[src/cpcs_pkg.sv]
// Shared constants and types for the command and serial-mode front end.
// Assumes a 16-bit system bus with byte address and separate byte strobes.
package cpcs_pkg;

    // Register byte offsets.
    localparam logic [11:0] CPCS_OFS_CMD   = 12'h0860;
    localparam logic [11:0] CPCS_OFS_MASK  = 12'h08B2;
    localparam logic [11:0] CPCS_OFS_MODE  = 12'h08B4;

    // Command register field positions (register sits on data bits 15..8).
    localparam int CPCS_CMD_RST   = 7;
    localparam int CPCS_CMD_GCI   = 6;
    localparam int CPCS_CMD_OPC   = 4;
    localparam int CPCS_CMD_RSVD  = 3;
    localparam int CPCS_CMD_CHAN  = 1;
    localparam int CPCS_CMD_FLAG  = 0;

    // Mode register field positions.
    localparam int CPCS_MODE_FORCE = 15;
    localparam int CPCS_MODE_SYNC  = 14;
    localparam int CPCS_MODE_DIAG  = 12;
    localparam int CPCS_MODE_B2R   = 8;
    localparam int CPCS_MODE_B1R   = 6;
    localparam int CPCS_MODE_DR    = 4;
    localparam int CPCS_MODE_MSC3  = 3;
    localparam int CPCS_MODE_CHAN2_DISCONNECT  = 2;
    localparam int CPCS_MODE_MS    = 0;

    // Reset values.
    localparam logic [7:0]  CPCS_CMD_RST_VAL  = 8'h00;
    localparam logic [15:0] CPCS_MODE_RST_VAL = 16'h0000;
    localparam logic [15:0] CPCS_MASK_RST_VAL = 16'h0000;

    // Encodings.
    localparam logic [1:0] CPCS_CHAN_RSVD   = 2'h3;
    localparam logic [1:0] CPCS_CHAN_GCI    = 2'h2;
    localparam logic [1:0] CPCS_MS_GCI      = 2'h3;
    localparam logic [1:0] CPCS_OP_STOP_TX  = 2'h0;
    localparam logic [1:0] CPCS_OP_RESTART  = 2'h1;
    localparam logic [1:0] CPCS_OP_HUNT     = 2'h2;
    localparam logic [1:0] CPCS_OP_RST_BCS  = 2'h3;

    // Length of the software reset pulse to the serial channels, in cycles.
    localparam logic [3:0] CPCS_SRST_CYCLES = 4'h4;

    // Diagnostic modes of the serial interface.
    typedef enum logic [1:0] {
        CPCS_DIAG_NORMAL   = 2'h0,
        CPCS_DIAG_ECHO     = 2'h1,
        CPCS_DIAG_LOOPBACK = 2'h2,
        CPCS_DIAG_LOOPCTL  = 2'h3
    } cpcs_diag_t;

    // One command as handed to the serial channels.
    typedef struct packed {
        logic       gci;
        logic [1:0] opcode;
        logic [1:0] chan;
    } cpcs_cmd_t;

endpackage : cpcs_pkg

[src/cpcs_top.sv]
// Command register and shared serial interface mode and mask registers.
// Assumes bus inputs are synchronous to clk and that each serial channel
// answers an issued command with a one-cycle done pulse.
`timescale 1ns/100ps
`default_nettype none

// Function
// RULE1: Command register at 0x860, upper byte, channel field.
// RULE2: Software sets pending flag; device clears it.
// RULE3: Software checks flag clear before new command.
// RULE4: Bit 7 software reset, cleared by device.
// RULE5: Bit 6 selects GCI opcode interpretation.
// RULE6: Opcode decodes stop, restart, hunt, reset check.
// RULE7: Software writes reserved bit 3 as zero.
// RULE8: One register set configures all three channels.
// RULE9: Mode bit 15 forces layer-1 transmit low; here only when mode bits 1:0 select GCI.
// RULE10: Mode bit 14 selects sync strobe form.
// RULE11: Mode bits 13:12 select diagnostic mode.
// RULE12: Route fields steer time slots to channels.
// RULE13: Mask register at 0x8B2 selects bearer bits.
// RULE14: Flag stays set until command takes effect; here a reserved-channel command is dropped and its flag cleared.
module cpcs_top
    import cpcs_pkg::*;
(
    input  wire logic              clk,
    input  wire logic              rst_n,
    input  wire logic [11:0]       sys_addr,
    input  wire logic [15:0]       sys_wdata,
    input  wire logic              sys_wr,
    input  wire logic              sys_rd,
    input  wire logic              sys_ub,
    input  wire logic              sys_lb,
    output logic      [15:0]       sys_rdata,
    output logic                   cmd_valid,
    output cpcs_cmd_t              cmd_out,
    input  wire logic              cmd_done,
    output logic                   soft_reset,
    input  wire logic              layer1_tx_data_in,
    output logic                   layer1_tx_data_out,
    output logic                   sync_pulse_form,
    output cpcs_diag_t             diag_mode,
    output logic      [1:0]        link_mode,
    output logic      [2:0][2:0]   slot_chan_sel,
    output logic      [15:0]       serial_if_bit_mask
);

    typedef enum logic [1:0] {ST_IDLE, ST_ISSUE, ST_RESET} cpcs_state_t;

    cpcs_state_t state;
    cpcs_state_t next_state;
    logic [7:0]  command_reg;
    logic [7:0]  next_command_reg;
    logic [15:0] serial_if_mode_reg;
    logic [15:0] next_rdata;
    logic [3:0]  srst_cnt;
    logic [3:0]  next_srst_cnt;

    // Map a route field to a one-hot channel select, honouring disconnects.
    function automatic logic [2:0] route_sel(input logic [1:0] route,
                                             input logic chan2_disconnect,
                                             input logic msc3);
        logic [2:0] sel;
        sel = 3'h0;
        unique case (route)
            2'h0: sel = 3'h0;
            2'h1: sel = 3'h1;
            2'h2: sel = chan2_disconnect ? 3'h0 : 3'h2;
            2'h3: sel = msc3 ? 3'h0 : 3'h4;
        endcase
        return sel;
    endfunction : route_sel

    // Address decode; the command byte only moves with the upper strobe.
    wire hit_cmd   = (sys_addr == CPCS_OFS_CMD);  // RULE1
    wire hit_mask  = (sys_addr == CPCS_OFS_MASK); // RULE13
    wire hit_mode  = (sys_addr == CPCS_OFS_MODE);
    wire cmd_write = sys_wr && hit_cmd && sys_ub && (state == ST_IDLE);
    wire pending   = command_reg[CPCS_CMD_FLAG];
    wire is_reset  = command_reg[CPCS_CMD_RST];
    wire chan_bad  = (command_reg[CPCS_CMD_CHAN +: 2] == CPCS_CHAN_RSVD);
    wire reset_end = (srst_cnt == CPCS_SRST_CYCLES - 4'h1);
    wire is_gci_if = (link_mode == CPCS_MS_GCI);

    // Command handed to the channel that the channel field names.
    assign cmd_out.gci    = command_reg[CPCS_CMD_GCI];       // RULE5
    assign cmd_out.opcode = command_reg[CPCS_CMD_OPC +: 2];  // RULE6
    assign cmd_out.chan   = command_reg[CPCS_CMD_CHAN +: 2]; // RULE1
    assign cmd_valid      = (state == ST_ISSUE) && !chan_bad;
    assign soft_reset     = (state == ST_RESET);             // RULE4

    // Shared mode fields; one copy serves every channel.
    assign link_mode          = serial_if_mode_reg[CPCS_MODE_MS +: 2]; // RULE8
    assign sync_pulse_form    = serial_if_mode_reg[CPCS_MODE_SYNC];    // RULE10
    assign diag_mode          = cpcs_diag_t'(serial_if_mode_reg[CPCS_MODE_DIAG +: 2]); // RULE11
    // The force only acts on a GCI link, so other modes are never silenced.
    assign layer1_tx_data_out = (serial_if_mode_reg[CPCS_MODE_FORCE] && is_gci_if)
                                ? 1'b0 : layer1_tx_data_in; // RULE9

    // Time slots D, B1 and B2 in that order, each steered to at most one channel.
    genvar gs;
    generate
        for (gs = 0; gs < 3; gs = gs + 1) begin : g_slot
            localparam int POS = CPCS_MODE_DR + 2 * gs;
            assign slot_chan_sel[gs] = route_sel(serial_if_mode_reg[POS +: 2],
                                                 serial_if_mode_reg[CPCS_MODE_CHAN2_DISCONNECT],
                                                 serial_if_mode_reg[CPCS_MODE_MSC3]); // RULE12
        end
    endgenerate

    // Command sequencer. The flag holds until the channel reports that the command
    // took effect, the command is dropped or its reset pulse ends; only a write in the idle cycle right after a command write can still replace it.
    always_comb begin
        next_state       = state;
        next_command_reg = command_reg;
        next_srst_cnt    = 4'h0;
        unique case (state)
            ST_IDLE: begin
                if (cmd_write) begin
                    // Reserved bit is stored as zero whatever was written.
                    next_command_reg = sys_wdata[15:8] & ~(8'h01 << CPCS_CMD_RSVD); // RULE7
                end else if (pending) begin
                    next_state = is_reset ? ST_RESET : ST_ISSUE; // RULE2
                end
            end
            ST_ISSUE: begin
                // A reserved channel number has no target and is dropped.
                if (cmd_done || chan_bad) begin
                    next_command_reg[CPCS_CMD_FLAG] = 1'b0; // RULE14
                    next_state = ST_IDLE;
                end
            end
            ST_RESET: begin
                next_srst_cnt = srst_cnt + 4'h1;
                if (reset_end) begin
                    next_command_reg[CPCS_CMD_RST]  = 1'b0; // RULE4
                    next_command_reg[CPCS_CMD_FLAG] = 1'b0; // RULE2
                    next_state = ST_IDLE;
                end
            end
        endcase
    end

    // Registered read data; unmapped addresses read as zero.
    assign next_rdata = !sys_rd   ? 16'h0000 :
                        hit_cmd  ? {command_reg, 8'h00} :
                        hit_mask ? serial_if_bit_mask :
                        hit_mode ? serial_if_mode_reg : 16'h0000;

    // State and command register.
    always_ff @(posedge clk) begin
        if (!rst_n) begin
            state       <= ST_IDLE;
            command_reg <= CPCS_CMD_RST_VAL;
            srst_cnt    <= 4'h0;
            sys_rdata   <= 16'h0000;
        end else begin
            state       <= next_state;
            command_reg <= next_command_reg;
            srst_cnt    <= next_srst_cnt;
            sys_rdata   <= next_rdata;
        end
    end

    // Mode and mask registers, written byte by byte.
    always_ff @(posedge clk) begin
        if (!rst_n) begin
            serial_if_mode_reg <= CPCS_MODE_RST_VAL;
            serial_if_bit_mask <= CPCS_MASK_RST_VAL;
        end else if (sys_wr) begin
            if (hit_mode && sys_ub) serial_if_mode_reg[15:8] <= sys_wdata[15:8];
            if (hit_mode && sys_lb) serial_if_mode_reg[7:0]  <= sys_wdata[7:0];
            if (hit_mask && sys_ub) serial_if_bit_mask[15:8] <= sys_wdata[15:8]; // RULE13
            if (hit_mask && sys_lb) serial_if_bit_mask[7:0]  <= sys_wdata[7:0];
        end
    end
endmodule : cpcs_top

`default_nettype wire

[config.mk]
export PLATFORM = sky130hd
export DESIGN_NAME = cpcs_top
export DESIGN_NICKNAME = d
export VERILOG_FILES = /design/src/cpcs_pkg.sv /design/src/cpcs_top.sv
export SDC_FILE = /design/constraint.sdc
export NUM_CORES = 1
export LEC_CHECK = 0
export ABC_AREA = 1
export BUFFER_PORTS_ARGS = -buffer_cell sky130_fd_sc_hd__buf_2
export CORE_MARGIN = 2
export CORE_UTILIZATION = 50
export DETAILED_ROUTE_END_ITERATION = 16
export PLACE_DENSITY = 0.77
export REMOVE_ABC_BUFFERS = 1
export SYNTH_ARGS = -nofsm -noshare
export SYNTH_HDL_FRONTEND = slang
export SYNTH_SLANG_ARGS = --single-unit
[constraint.sdc]
create_clock -name clk -period 1.7 [get_ports clk]
set_input_delay 0.085 -clock clk [delete_from_list [all_inputs] [get_ports clk]]
set_output_delay 0.085 -clock clk [all_outputs]
set_load 0.005 [all_outputs]
### Word level (Yosys, flattened, before mapping)

Index checks and enable logic that the tools add are counted.

* register bits after elaboration: 61
* latch bits: 0
* bits in writable memories: 0
* bits in read-only memories: 0
* input bits: 36
* output and inout port bits: 54
* logic and storage cells: 86
* memories kept: 0

* add/sub/neg operators: 1
* $mul: 0
* divide/modulo/power cells: 0
* magnitude comparators: 0
* equal/unequal tests: 22
* shift-type cells: 0
* multiplexer cells: 20
* bitwise logic cells: 3
* reduce and logical (&&, ||, !) cells: 28

Operator list (number)
* 16-bit two-way mux: 3
* 12-bit equality test (second input constant): 3
* 3-bit case mux with 4 select lines: 3
* 2-bit equality test (second input constant): 9
* 2-bit AND reduction: 7
* 2-bit two-way mux: 6
* 1-bit logical AND: 9
* 2-bit by 1-bit equality test with 1-bit output (second input constant): 4
* 2-bit zero test: 4
* 8-bit two-way mux: 1
* 2-bit != test (second input constant): 3
* 2-bit case mux with 3 select lines: 1
* 3-bit AND reduction: 2
* 4-bit by 1-bit adder with 4-bit output (second input constant): 1
* 4-bit by 2-bit equality test with 1-bit output (second input constant): 1
* 2-bit by 1-bit != test with 1-bit output (second input constant): 2
* 4-bit AND reduction: 1
* 1-bit two-way mux: 3
* 3-bit two-way mux: 1
* 1-bit NOT: 3
* 1-bit case mux with 3 select lines: 1
* 3-bit OR reduction: 1
* 1-bit case mux with 2 select lines: 1
* 2-bit nonzero test: 1
* 3 further kinds: 3

### Longest topological paths before layout

* depth after elaboration: 6
* depth in mapped cells: 11

### Worst setup path after synthesis

OpenSTA, ideal clock, no wires.

* kind: register to register
* start point: register state[0]
* end point: register state[0]
* arrival: 1.195 ns
* slack: 0.390 ns
* cell stages (with the launch flop): 9
* period minus slack after synthesis: 1.310 ns
* cells stage by stage: dfxtp_1 -> inv_1 -> ha_1 -> o21ai_0 -> nand2_1 -> nor2_1 -> nand3_1 -> nand2_1 -> nor2_1

* elaborated cells on any way between the ends: 10
* classes of those cells: 6 x eq/ne; 1 x mux; 3 x reduce/logical

RTL lines
* from (decl): RTL line cpcs_top.sv:49 `cpcs_state_t state;`
* from (signal assigned): RTL line cpcs_top.sv:157 `state <= next_state;`
* 2-bit equality test (*)
* net soft_reset: RTL line cpcs_top.sv:37 `output logic soft_reset,`
* 2-bit by 1-bit != test with 1-bit output (no source line)
* 4-bit AND reduction (no source line)

The timed path passes the listed nets; every way through them passes the cells marked *.
A chain may end at the register's enable or synchronous reset.

### Worst setup path in the final report

* start point: register state[0]
* end point: register command_reg[2]

* word-level cells in the longest chain between the ends: 3

Ends and longest elaborated chain
* 2-bit zero test (*): RTL line cpcs_top.sv:77, cpcs_top.sv:116
* 1-bit logical AND: RTL line cpcs_top.sv:77 `wire cmd_write = sys_wr && hit_cmd && sys_ub && (state == ST_IDLE);`
* 2-bit AND reduction (no source line) (*)
* to (signal assigned): RTL line cpcs_top.sv:158 `command_reg <= next_command_reg;`
* to (decl): RTL line cpcs_top.sv:51 `logic [7:0] command_reg;`

Mark *: on every way between the ends. The rest lies on a longest branch, timed or not.

==> key figures <==
Status
  – Outcome: finished clean

Layout
  – # nets final: 520
  – Diode count: 0
  – Post-Layout Cell Count: 557
  – Share of cells above drive strength 1: 0.274
  – Area grow syn2layout: 28.0%

Hold path
  – Min-delay src: sys_wdata[14]
  – Min-Delay Path Class: primary input to flip-flop
  – Worst Hold Endpoint: serial_if_mode_reg[14]
  – Hold path cells: 3

Clock network
  – # H-tree levels: 3
  – Worst-Skew Late Latency: 0.34 ns
  – Clock Path Buffers: 2
  – Postcts setup bufs: 0
  – CTS Buf Count: 9
  – Root Driver: clkbuf_8
  – CTS tree: built
  – CTS sink count: 61
  – Reg clk slew, reported paths: 0.06 ns

Worst setup path
  – Depth of the worst register-to-register path: 5
  – Crit path arrival time: 1.70 ns
  – R2R Path Start: state[0]
  – Maximum fanout along the worst path: 15
  – Max stage delay on crit path: 0.34 ns
  – Critical Path RT: 1.92 ns
  – Worst R2R End: command_reg[2]
  – Crit Path Category: flip-flop to flip-flop
  – Critical path, cell by cell: inv_1 > ha_1 > nand4_2 > o21ai_0 > a21oi_1
  – WP buf/inv: 1
  – Reg-to-reg slack, setup: 0.21 ns
  – Crit path max-delay family: simple AND/OR/NAND/NOR gates
  – Critical Path End Type: flip-flop
  – CP max-delay cell: nand4_2
  – CP startpoint kind: flip-flop

Route
  – Final antenna-violating net count: 0
  – Vias per cell: 4.90
  – DRT iter0 DRCs: 123
  – Remaining design rule violation count: 0
  – Final WL: 6980 um
  – Wirelength per Cell: 12.5 um
  – DR vias: 2729
  – First-pass detailed-route iteration total: 4

Power and ir drop
  – Leakage: 1.83 nW
  – Sw Ratio: 0.239
  – Reg power frac: 0.445
  – Peak VDD IR: 1140 uV
  – Pwr Density: 935 nW/um^2
  – Logic pwr share: 0.119
  – Clock power frac: 0.435
  – Int Power: 2.51 mW
  – Psw: 788 uW
  – Power Total: 3.30 mW

STA
  – Final Max Slew Viols: 0
  – Relative slew slack: 0.758
  – Final Hold Fails: 0
  – Setup ws final: 0.214 ns
  – Period utilisation layout: 0.874
  – Worst Max-Slew Pin Slew: 0.362 ns
  – Peak Freq: 0.673 GHz
  – Final setup viols: 0
  – Fin Clk Skew: 0.00536 ns
  – RSZ-0062 raised after global routing: false
  – Final setup TNS: 0 ns
  – Final min period: 1.49 ns

Global routing
  – Initial antenna violation count: 0
  – Largest net degree at the start of global routing: 43
  – Gr ovfl total: 0
  – Vias in the first global route: 2665
  – First-pass GRT wire length: 11600 um
  – All-Layer GR Usage: 0.243

Yosys
  – Synth cell count leaders: 82 x nor2_1, 62 x nand2_1, 61 x dfxtp_1
  – Dominant cells by area after synthesis: dfxtp_1 44%, nor2_1 11%, nand2_1 8.4%
  – Area leader, netlist: dfxtp_1
  – Sequential fraction of the synthesis area: 0.443
  – Seq cells post-synth: 61
  – Syn Area/Cell: 7.20 um^2
  – Yosys Warn Count: 0
  – Most used DFF post-synth: dfxtp_1
  – Most common cell in the netlist: nor2_1
  – Post-synth ARST share: 0
  – Mapped Area: 2760 um^2
  – Number of synthesized flops with an enable pin: 0
  – Synth top area share: 0.443
  – Mapped Cells: 383
  – Synth unique cells: 31

Die
  – Chip Width: 78.3 um
  – Die H: 78.3 um
  – I/O Pins: 90
  – Initial Utilization: 0.510
  – Core ar.: 5410 um^2
  – Rows: 27
  – Die area: 6130 um^2

Place
  – Placed insts: 529
  – Dpl hpwl: 4940 um
  – Routability congestion estimate: 0.855
  – Port Buf Inserts: 89
  – Worst slack at placement: 0.220 ns

Job
  – Max cap viols: 0
[cell usage in the layout (no fill, tap or decap), drive strengths merged]
| master | instances |
|---|---|
| buf | 92 |
| nor2 | 90 |
| nand2 | 65 |
| dfxtp | 61 |
| inv | 49 |
| o21ai | 44 |
| a21oi | 19 |
| nand3 | 15 |
| dlygate4sd3 | 12 |
| clkbuf | 12 |
| nor3 | 8 |
| ha | 4 |
| clkinv | 3 |
| or2 | 2 |
| o211ai | 2 |
| bufinv | 2 |
| nand4 | 2 |
| a21boi | 1 |
| nand3b | 1 |
| o21a | 1 |
[layer usage]
| metal | vias up | wire [um] | GRT usage |
|---|---|---|---|
| met3 | 9 | 510 | 0.0839 |
| met4 | 0 | 61 | 0.0649 |
| met5 | - | 0 | 0 |
| met1 | 1227 | 2940 | 0.274 |
| li1 | 1387 | - | - |
| met2 | 106 | 3470 | 0.436 |
[cells by family (layout without fill, tap and decap cells)]
group / count (synthesis) / after routing / share of synthesized area
and+or+nand+nor: 183 / 183 / 0.293
buffers and inverters: 68 / 170 / 0.118
AOI/OAI and AO/OA: 67 / 67 / 0.128
DFF: 61 / 61 / 0.443
adders and majority gates: 4 / 4 / 0.0181
[how the worst max path moves through the flow]
stage	from	to	cells past startpoint
after floorplan	state[0]	state[0]	8
after global placement	srst_cnt[0]	state[0]	8
after detailed placement	state[0]	command_reg[2]	5
after CTS	state[0]	command_reg[2]	5
after global routing	srst_cnt[0]	state[0]	8
final	state[0]	command_reg[2]	5
[through the flow]
stage | area, um^2 | util | hold WS [ns]
floorplan | 2630 | - | 0.194
global placement | 3180 | 0.589 | 0.330
detailed placement | 3180 | 0.589 | 0.331
CTS | 3530 | 0.653 | 0.00446
global route | 3530 | 0.653 | 0.0112
finish | 3530 | 0.653 | 0.0190
[area by class of cell]
cell class	count	area, um^2
Fill cell	477	1870
Sequential cell	61	1220
Multi-Input combinational cell	254	1210
Timing Repair Buffer	104	588
Inverter	50	194
Clock buffer	12	155
Tap cell	72	90.1
Clock inverter	4	70.1
[repair_timing]
item | 4_1_cts | 5_1_grt
gates resized for setup | 0 | 1
endpoints found under the hold margin | 22 | 0
setup endpoints to repair | 0 | 2
hold buffers | 12 | 0
[worst min-delay path, cell delays in order]
cell and delay, ns:
buf_2 0.11, nor2_1 0.05, nor2_1 0.08
[power groups by stage]
stage                     clock network (mW)  registers [mW]  logic, mW
after floorplan                            0            1.50      0.229
after global placement                     0            1.50      0.348
after detailed placement                   0            1.50      0.356
after CTS                               1.47            1.47      0.385
after global routing                    1.54            1.47      0.448
final                                   1.44            1.47      0.394
(Power assumes the default switching activity.)
